==> src/prio_ctrl_regs.vh <==
// Command word addresses, field positions and reset values of the controller
`ifndef PRIO_CTRL_REGS_VH
`define PRIO_CTRL_REGS_VH

// ============================================================
// Port addresses (one bit selects command port or data port)
`define ADDR_CMD          1'h0
`define ADDR_DATA         1'h1

// ============================================================
// First init word fields (written to command port, bit 4 set)
`define INIT1_FLAG_BIT    4
`define INIT1_SINGLE_BIT  1
`define INIT1_EDGE_BIT    3

// ============================================================
// Fourth init word fields
`define INIT4_AUTO_BIT    1
`define INIT4_MASTER_BIT  2
`define INIT4_FULLNEST_BIT 4

// ============================================================
// Second init word slave id field
`define INIT2_ID_LO       3
`define INIT2_ID_HI       5

// ============================================================
// Operation word two: bits 4:3 = 00, bits 7:5 command, 2:0 level
`define OP2_NONSPEC_END   3'h1
`define OP2_SPEC_END      3'h3
`define OP2_ROT_AUTO_END  3'h5
`define OP2_ROT_AUTO_SET  3'h4
`define OP2_ROT_AUTO_CLR  3'h0
`define OP2_SET_BOTTOM    3'h6
`define OP2_ROT_SPEC_END  3'h7

// ============================================================
// Operation word three: bits 4:3 = 01
`define OP3_READ_SEL_BIT  0
`define OP3_READ_EN_BIT   1
`define OP3_POLL_BIT      2
`define OP3_SMM_SET_BIT   5
`define OP3_SMM_EN_BIT    6

// ============================================================
// Reset values and the poll answer's valid bit
`define RESET_MASK        8'h00
`define RESET_BOTTOM      3'h7
`define POLL_VALID_BIT    7

`endif

==> src/priority_controller.v <==
// Eight-input vectored priority interrupt controller, top level
//
// Decided for this implementation: the register addresses and the address-and-strobe port.
`timescale 1ns/1ps
`include "prio_ctrl_regs.vh"

module priority_controller #(
  parameter NUM_IN = 8,
  parameter LOGN   = 3
) (
  // Clock and reset
  input  wire              SYS_CLK,
  input  wire              RESET_N,
  // Register port
  input  wire              ADDR,
  input  wire [7:0]        WDATA,
  input  wire              WR,
  input  wire              RD,
  output reg  [7:0]        RDATA,
  // Request inputs
  input  wire [NUM_IN-1:0] REQ_IN,
  // Processor handshake
  output reg               INT_REQ,
  input  wire              INT_ACK,
  output reg  [7:0]        VECTOR,
  output reg               VECTOR_VALID
);

  // ============================================================
  // Init sequence states
  localparam ST_IDLE  = 4'b0001;
  localparam ST_WAIT2 = 4'b0010;
  localparam ST_WAIT3 = 4'b0100;
  localparam ST_WAIT4 = 4'b1000;

  // Mode, mask and rotation state; reset clears all but state, single, master and bottom
  reg  [3:0]        state;
  reg               ready;      // Initialisation done
  reg               single;
  reg               edge_mode;
  reg               auto_end;
  reg               master;
  reg               full_nest;
  reg  [4:0]        vec_base;
  reg  [2:0]        slave_id;
  reg  [NUM_IN-1:0] cascade;
  reg  [NUM_IN-1:0] mask;
  reg  [NUM_IN-1:0] in_service;
  reg  [LOGN-1:0]   bottom;
  reg               rot_auto;
  reg               special_mask;
  reg               read_sel;   // 1 selects in-service view
  reg               poll_armed;
  reg  [NUM_IN-1:0] clear_req;

  // Latched requests and the outcome of both resolvers
  wire [NUM_IN-1:0] pending;
  wire              req_found;
  wire [LOGN-1:0]   req_level;
  wire              isr_found;
  wire [LOGN-1:0]   isr_level;

  // ============================================================
  // Request latch and two resolvers (requests, in-service)
  req_capture #(.WIDTH(NUM_IN)) u_cap (
    .clk       (SYS_CLK),
    .reset_n   (RESET_N),
    .edge_mode (edge_mode),
    .clear     (clear_req),
    .lines     (REQ_IN),
    .pending   (pending)
  );

  // Masked inputs stay latched but never compete
  wire [NUM_IN-1:0] live_req = pending & ~mask;

  // Special mask hides masked in-service levels from blocking
  wire [NUM_IN-1:0] block_isr = special_mask ?
                                (in_service & ~mask) : in_service;

  // Both resolvers share one rotation point, so their ranks compare
  prio_resolver #(.WIDTH(NUM_IN), .LOGW(LOGN)) u_req (
    .req    (live_req),
    .bottom (bottom),
    .found  (req_found),
    .level  (req_level)
  );

  prio_resolver #(.WIDTH(NUM_IN), .LOGW(LOGN)) u_isr (
    .req    (block_isr),
    .bottom (bottom),
    .found  (isr_found),
    .level  (isr_level)
  );

  // Rank 0 is top: distance above the bottom, minus one
  wire [LOGN-1:0] req_rank = req_level - bottom - 1'b1;
  wire [LOGN-1:0] isr_rank = isr_level - bottom - 1'b1;

  // Winner must strictly outrank the top level in service; in fully
  // nested mode a cascade input may re-interrupt its own level.
  // The master cannot see a slave's own ranking, so it leaves the
  // host to sort that out through the slave's in-service register.
  wire cas_same = full_nest && cascade[req_level] &&
                  isr_found && (req_level == isr_level);
  wire wins = ready && req_found &&
              (!isr_found || (req_rank < isr_rank) ||
               cas_same);

  // ============================================================
  // Command decoding helpers
  wire       is_init1 = WR && (ADDR == `ADDR_CMD) &&
                        WDATA[`INIT1_FLAG_BIT];
  wire       is_op2   = WR && (ADDR == `ADDR_CMD) && ready &&
                        (WDATA[4:3] == 2'b00);
  wire       is_op3   = WR && (ADDR == `ADDR_CMD) && ready &&
                        (WDATA[4:3] == 2'b01);
  wire [2:0] op2_cmd  = WDATA[7:5];
  wire [LOGN-1:0] op2_lvl = WDATA[LOGN-1:0];
  // Acknowledge and poll only count once initialised
  wire       ack_take = INT_ACK && ready;
  wire       poll_rd  = RD && poll_armed;

  // ============================================================
  // Init sequence, modes and mask register
  always @(posedge SYS_CLK) begin
    if (!RESET_N) begin
      state        <= ST_IDLE;
      ready        <= 1'b0;
      single       <= 1'b1;
      edge_mode    <= 1'b0;
      auto_end     <= 1'b0;
      master       <= 1'b1;
      full_nest    <= 1'b0;
      vec_base     <= 5'h00;
      slave_id     <= 3'h0;
      cascade      <= 8'h00;
      mask         <= `RESET_MASK;
      bottom       <= `RESET_BOTTOM;
      rot_auto     <= 1'b0;
      special_mask <= 1'b0;
      read_sel     <= 1'b0;
      poll_armed   <= 1'b0;
    end else begin
      if (poll_rd)
        poll_armed <= 1'b0;
      if (is_init1) begin
        // New init clears modes back to fixed priority
        state        <= ST_WAIT2;
        ready        <= 1'b0;
        single       <= WDATA[`INIT1_SINGLE_BIT];
        edge_mode    <= WDATA[`INIT1_EDGE_BIT];
        mask         <= `RESET_MASK;
        bottom       <= `RESET_BOTTOM;
        rot_auto     <= 1'b0;
        special_mask <= 1'b0;
        read_sel     <= 1'b0;
        poll_armed   <= 1'b0;
      end else if (WR && (ADDR == `ADDR_DATA)) begin
        case (state)
          ST_WAIT2: begin
            vec_base <= WDATA[7:3];
            slave_id <= WDATA[`INIT2_ID_HI:`INIT2_ID_LO];
            state    <= single ? ST_WAIT4 : ST_WAIT3;
          end
          ST_WAIT3: begin
            cascade <= WDATA;
            state   <= ST_WAIT4;
          end
          ST_WAIT4: begin
            auto_end  <= WDATA[`INIT4_AUTO_BIT];
            master    <= WDATA[`INIT4_MASTER_BIT];
            full_nest <= WDATA[`INIT4_FULLNEST_BIT];
            ready     <= 1'b1;
            state     <= ST_IDLE;
          end
          ST_IDLE: begin
            // Data writes before the first init word are dropped
            if (ready)
              mask <= WDATA;
          end
          default: state <= ST_IDLE;
        endcase
      end else if (is_op2) begin
        case (op2_cmd)
          `OP2_ROT_AUTO_SET: rot_auto <= 1'b1;
          `OP2_ROT_AUTO_CLR: rot_auto <= 1'b0;
          // Rotation moves the bottom to the level just finished
          `OP2_ROT_AUTO_END: begin
            rot_auto <= 1'b1;
            if (isr_found)
              bottom <= isr_level;
          end
          `OP2_NONSPEC_END: begin
            if (rot_auto && isr_found)
              bottom <= isr_level;
          end
          `OP2_SET_BOTTOM:   bottom <= op2_lvl;
          `OP2_ROT_SPEC_END: bottom <= op2_lvl;
          default: bottom <= bottom;
        endcase
      end else if (is_op3) begin
        if (WDATA[`OP3_READ_EN_BIT])
          read_sel <= WDATA[`OP3_READ_SEL_BIT];
        if (WDATA[`OP3_SMM_EN_BIT])
          special_mask <= WDATA[`OP3_SMM_SET_BIT];
        // Poll arms for exactly one following read
        poll_armed <= WDATA[`OP3_POLL_BIT];
      end
    end
  end

  // ============================================================
  // In-service register; set on acknowledge unless auto end is on, cleared by end
  reg [NUM_IN-1:0] next_in_service;
  reg [NUM_IN-1:0] take_one;
  always @* begin
    next_in_service = in_service;
    take_one        = {NUM_IN{1'b0}};
    // Ends go first, so a take in the same cycle is not lost
    if (is_op2) begin
      if ((op2_cmd == `OP2_NONSPEC_END ||
           op2_cmd == `OP2_ROT_AUTO_END) && isr_found)
        next_in_service[isr_level] = 1'b0;
      if (op2_cmd == `OP2_SPEC_END || op2_cmd == `OP2_ROT_SPEC_END)
        next_in_service[op2_lvl] = 1'b0;
    end
    if ((ack_take && wins) || (poll_rd && ready && req_found &&
        wins)) begin
      take_one[req_level] = 1'b1;
      if (!auto_end)
        next_in_service = next_in_service | take_one;
    end
    if (is_init1)
      next_in_service = {NUM_IN{1'b0}};
  end

  // Edge latches of the taken input are consumed
  always @* begin
    clear_req = take_one;
  end

  // In-service flops; reset leaves nothing in service
  always @(posedge SYS_CLK) begin
    if (!RESET_N)
      in_service <= {NUM_IN{1'b0}};
    else
      in_service <= next_in_service;
  end

  // ============================================================
  // Outputs: request line, vector, read data (all registered)
  always @(posedge SYS_CLK) begin
    if (!RESET_N) begin
      INT_REQ      <= 1'b0;
      VECTOR       <= 8'h00;
      VECTOR_VALID <= 1'b0;
      RDATA        <= 8'h00;
    end else begin
      // Held low while a poll is armed, since the host polls instead
      INT_REQ      <= wins && !poll_armed && !ack_take;
      VECTOR_VALID <= ack_take && wins;
      if (ack_take && wins) begin
        // A cascaded slave answers with its id; a master or a single-mode controller names its level
        if (!master && !single)
          VECTOR <= {vec_base, slave_id};
        else
          VECTOR <= {vec_base, req_level};
      end
      // A poll answer takes precedence over status reads
      if (poll_rd)
        RDATA <= {(req_found && wins), 4'h0, req_level};
      else if (RD && ADDR == `ADDR_DATA)
        RDATA <= mask;
      else if (RD)
        RDATA <= read_sel ? in_service : pending;
      else
        RDATA <= 8'h00;
    end
  end

endmodule

==> src/prio_resolver.v <==
// Rotating priority resolver: picks the highest ranked bit of a request set
`timescale 1ns/1ps

module prio_resolver #(
  parameter WIDTH = 8,
  parameter LOGW  = 3
) (
  // Request set and rotation point
  input  wire [WIDTH-1:0] req,
  input  wire [LOGW-1:0]  bottom,
  // Winner
  output reg              found,
  output reg  [LOGW-1:0]  level
);

  integer       k;
  reg [LOGW-1:0] idx;

  // ============================================================
  // Walk from bottom (wrapping) down to bottom+1; the last set bit seen wins
  always @* begin
    found = 1'b0;
    level = {LOGW{1'b0}};
    idx   = {LOGW{1'b0}};
    for (k = WIDTH; k >= 1; k = k - 1) begin
      idx = bottom + k[LOGW-1:0];
      if (req[idx]) begin
        found = 1'b1;
        level = idx;
      end
    end
  end

endmodule

==> src/req_capture.v <==
// Per-input request capture, level or rising-edge sensitive
`timescale 1ns/1ps

module req_capture #(
  parameter WIDTH = 8
) (
  // Clock and reset
  input  wire             clk,
  input  wire             reset_n,
  // Control
  input  wire             edge_mode,
  input  wire [WIDTH-1:0] clear,
  // Request lines and latched result
  input  wire [WIDTH-1:0] lines,
  output reg  [WIDTH-1:0] pending
);

  reg [WIDTH-1:0] last;

  // ============================================================
  // One latch per input; a new edge wins over a clear
  genvar g;
  generate
    for (g = 0; g < WIDTH; g = g + 1) begin : g_in
      always @(posedge clk) begin
        if (!reset_n) begin
          last[g]    <= 1'b0;
          pending[g] <= 1'b0;
        end else begin
          last[g] <= lines[g];
          if (edge_mode) begin
            if (lines[g] && !last[g])
              pending[g] <= 1'b1;
            else if (clear[g])
              pending[g] <= 1'b0;
          end else begin
            pending[g] <= lines[g]; // Level mode follows the line
          end
        end
      end
    end
  endgenerate

endmodule

==> config.mk <==
export PLATFORM = sky130hd
export DESIGN_NAME = priority_controller
export DESIGN_NICKNAME = d
export VERILOG_FILES = /design/src/priority_controller.v /design/src/prio_resolver.v /design/src/req_capture.v
export VERILOG_INCLUDE_DIRS = /design/src
export SDC_FILE = /design/constraint.sdc
export NUM_CORES = 1
export LEC_CHECK = 0
export ABC_AREA = 1
export BUFFER_PORTS_ARGS = -buffer_cell sky130_fd_sc_hd__buf_2
export CORE_MARGIN = 10
export CORE_UTILIZATION = 55
export DETAILED_ROUTE_END_ITERATION = 10
export PLACE_DENSITY = 0.71
export SYNTH_ARGS = -nofsm -noshare
export SYNTH_HDL_FRONTEND = slang
export SYNTH_SLANG_ARGS = --single-unit
==> constraint.sdc <==
create_clock -name SYS_CLK -period 13.7 [get_ports SYS_CLK]
set_clock_uncertainty 0.1 [all_clocks]
set_input_delay 0 -clock SYS_CLK [delete_from_list [all_inputs] [get_ports SYS_CLK]]
set_output_delay 0 -clock SYS_CLK [all_outputs]
set_load 0.05 [all_outputs]
==> results.cfg <==
[cells_and_area]
fillers = 896
ff_latch_area_mm2 = 0.00160
finalNetCount = 909
layout_common_cells = nand2_1, inv_1, nand3_1, dfxtp_1, a21oi_1
antenna-diode-count = 0
areaGrowthSynthToFinish_pct = 12.0
multi_input_area_mm2 = 0.00302
drive_gt1_share_pct = 11.9
layout.cells.most_common = nand2_1
final_area_mm2 = 0.00590

[die]
fp.dieH_um = 118
die_area_mm2 = 0.0139
core_area_mm2 = 0.00928
fp.dieW_um = 118
fp-row-count = 35
start_util_pct = 56.8
ios = 40

[sta]
slew_viol_final = 0
setup_viol = 0
min_period_ps = 6090
whs_ps = 293
grt_setup_unrepaired = false
setup_tns_ps = 0
hold_viol_final = 0
worst-slew-pin-transition_ps = 964
fmax_mhz = 164
slew_headroom_pct = 35.2
fin_crit_sh_pct = 44.5
fin_ws_ps = 7610

[global_routing]
antenna_found_initial = 0
grt_overflow = 0
grt_max_degree = 33
grt_pass1_vias = 5552
grt_usage_pct = 23.7
grt_pass1_wl_mm = 27.4

[power_and_ir_drop]
clkPwrFrac_pct = 37.2
ir_worst_vdd_v = 0.0000916
p_sw_share_pct = 29.1
p_per_area_mw_per_mm2 = 84.6
p_seq_share_pct = 47.9
p_leak_uw = 0.00272
p_comb_share_pct = 14.9
power_uw = 499
p_switching_uw = 145
p_int_uw = 354

[worst_setup_path]
cp-end-kind = flop
path_buf_inv = 3
crit_path_frequent_cell = nand2_1
crit_type = flop to flop
cp.arrival_ps = 6240
critical-path-top-delay-family = simple AND/OR/NAND/NOR gates
slowest_stage = dfxtp_1
timing.critical_path.slowest_cell_delay_ps = 690
critical_path.startpoint = bottom[1]
cp-start-kind = flop
worstPathMaxFanout = 16
critPathRequiredTime_ps = 13850
r2r_start = bottom[1]

[drt]
wl_mm = 17.0
dr.max_layer_used = met4
dr.pass1.iters = 7
wl_met1_mm = 6.99
met2_length_mm = 8.24
vias_per_cell = 5.66
antenna_left = 0
wl_per_cell_um = 16.7
drt_iter0_drc = 454
dr_total_vias = 5736
dr_wl_met3_mm = 1.22
drc_errors = 0

[run]
maxCapViolCount = 0

[place]
place_congestion = 0.982
io_buffer_count = 39
placed_area_mm2 = 0.00546
dpl_worst_slack_ps = 7750
dp_hpwl_mm = 13.0

[logic_synthesis]
syn_area_per_cell_um2 = 6.33
syn_nets = 863
ys_ff_latch = 80
synth_cell_types = 44
synth_warnings = 0
yosysSeqAreaShare_pct = 30.4
synth-edff-count = 0
ys_async_sr_fraction_pct = 0
synth_top_area_cell = dfxtp_1
ys.flop_type = dfxtp_1
synth_area_mm2 = 0.00527
yosys.area.top_type_share_pct = 30.4
syn_inst = 833
synth_area_leaders = dfxtp_1, nand2_1, nand3_1, inv_1, a21oi_1

[clock_tree]
post-cts-setup-buffers = 0
cts_sinks = 80
postCtsResizedCells = 0
clockRootBuffer = clkbuf_8
clock_path_buffers = 2
htree_num_levels = 3
clkTransAtPathRegs_ps = 90
cts_tree = built
clkLatencyLatePin_ps = 360
cts_made_buffers = 9

[run_status]
outcome = complete, no violations

[worst_hold_path]
min_path_type = input pin to flop
hold_path.startpoint = REQ_IN[3]
## through the flow
stage / instances / util, %
floorplan: 833 / -
detailed placement: 974 / 58.8
CTS: 1013 / 63.6
finish: 1013 / 63.6
global route: 1013 / 63.6
global placement: 974 / 58.8
## synthesized netlist by cell type (2+ instances only)
master and count:
inv_1 116, nand4_1 3, xor2_1 3, a21oi_2 8, dfxtp_1 80, nor2_1 44, nor3_1 4, inv_2 7
nand2_1 233, buf_1 4, a2111oi_0 6, o21ai_0 53, xnor2_2 2, nor4_1 3, o22ai_1 5, nand3_1 106
a21oi_1 62, o211ai_1 4, buf_2 2, ha_1 6, nand3_2 9, buf_8 2, clkbuf_1 13, o221ai_1 5
buf_6 5, and2_1 2, o31ai_1 9, nand2_4 4, fa_1 2, nand2_2 16, a211oi_1 2
## registers in the layout, indices dropped and copies added (netlist names), 3 cells and up
register	cells
vec_base	5
u_cap.pending	8
cascade	8
state	4
RDATA	8
in_service	8
bottom	3
VECTOR	8
u_cap.last	8
mask	8
## layout make-up
type,count,share of cell area (%)
Clock buffer,11,2.56
Clock inverter,5,1.06
Inverter,126,8.08
Multi-Input combinational cell,600,51.2
Sequential cell,80,27.1
Tap cell,129,2.73
Timing Repair Buffer,62,7.21
## path summary, 6_finish.rpt
kind	end	cells past startpoint	slack, ps
max	u_cap.pending[6]	28	7610
min	u_cap.last[3]	4	290
max reg2reg	u_cap.pending[6]	28	7610
min reg2reg	cascade[6]	2	360
## logic make-up (layout without fill, tap and decap cells)
kind of cell | Yosys count | after routing | share of synthesized area, %
compound gates | 160 | 160 | 17.7
xor+xnor | 7 | 7 | 1.80
fa+ha+maj | 8 | 8 | 2.18
buf+inv | 153 | 204 | 12.2
flops | 80 | 80 | 30.4
simple gates | 425 | 425 | 35.7
## what timing repair did
action	4_1_cts	5_1_grt
endpoints found under the hold margin	55	0
hold buffers	23	0
endpoints found under the setup margin	0	0
## power by group through the flow
stage	clock (uW)	combinational (uW)	sequential (uW)
global route	198	82.6	240
detailed placement	0	67.7	244
CTS	187	72.9	239
floorplan	0	45.4	245
finish	186	74.5	239
global placement	0	66.5	244
## worst reg2reg max path, delay by kind of cell (launching register included)
family / cells / cell delay (ps)
AND/OR/NAND/NOR: 17 / 2000
adder cells (fa/ha/maj): 4 / 1750
buffers and inverters: 3 / 830
flip-flops: 1 / 690
XOR/XNOR: 2 / 360
AO/OA/AOI/OAI: 2 / 280
## per-layer routing
metal / track usage, % / vias up
met1: 28.0 / 2632
met4: 10.4 / 0
met2: 40.9 / 251
li1: - / 2806
met3: 4.03 / 47
met5: 0 / -
(Power assumes the default switching activity.)
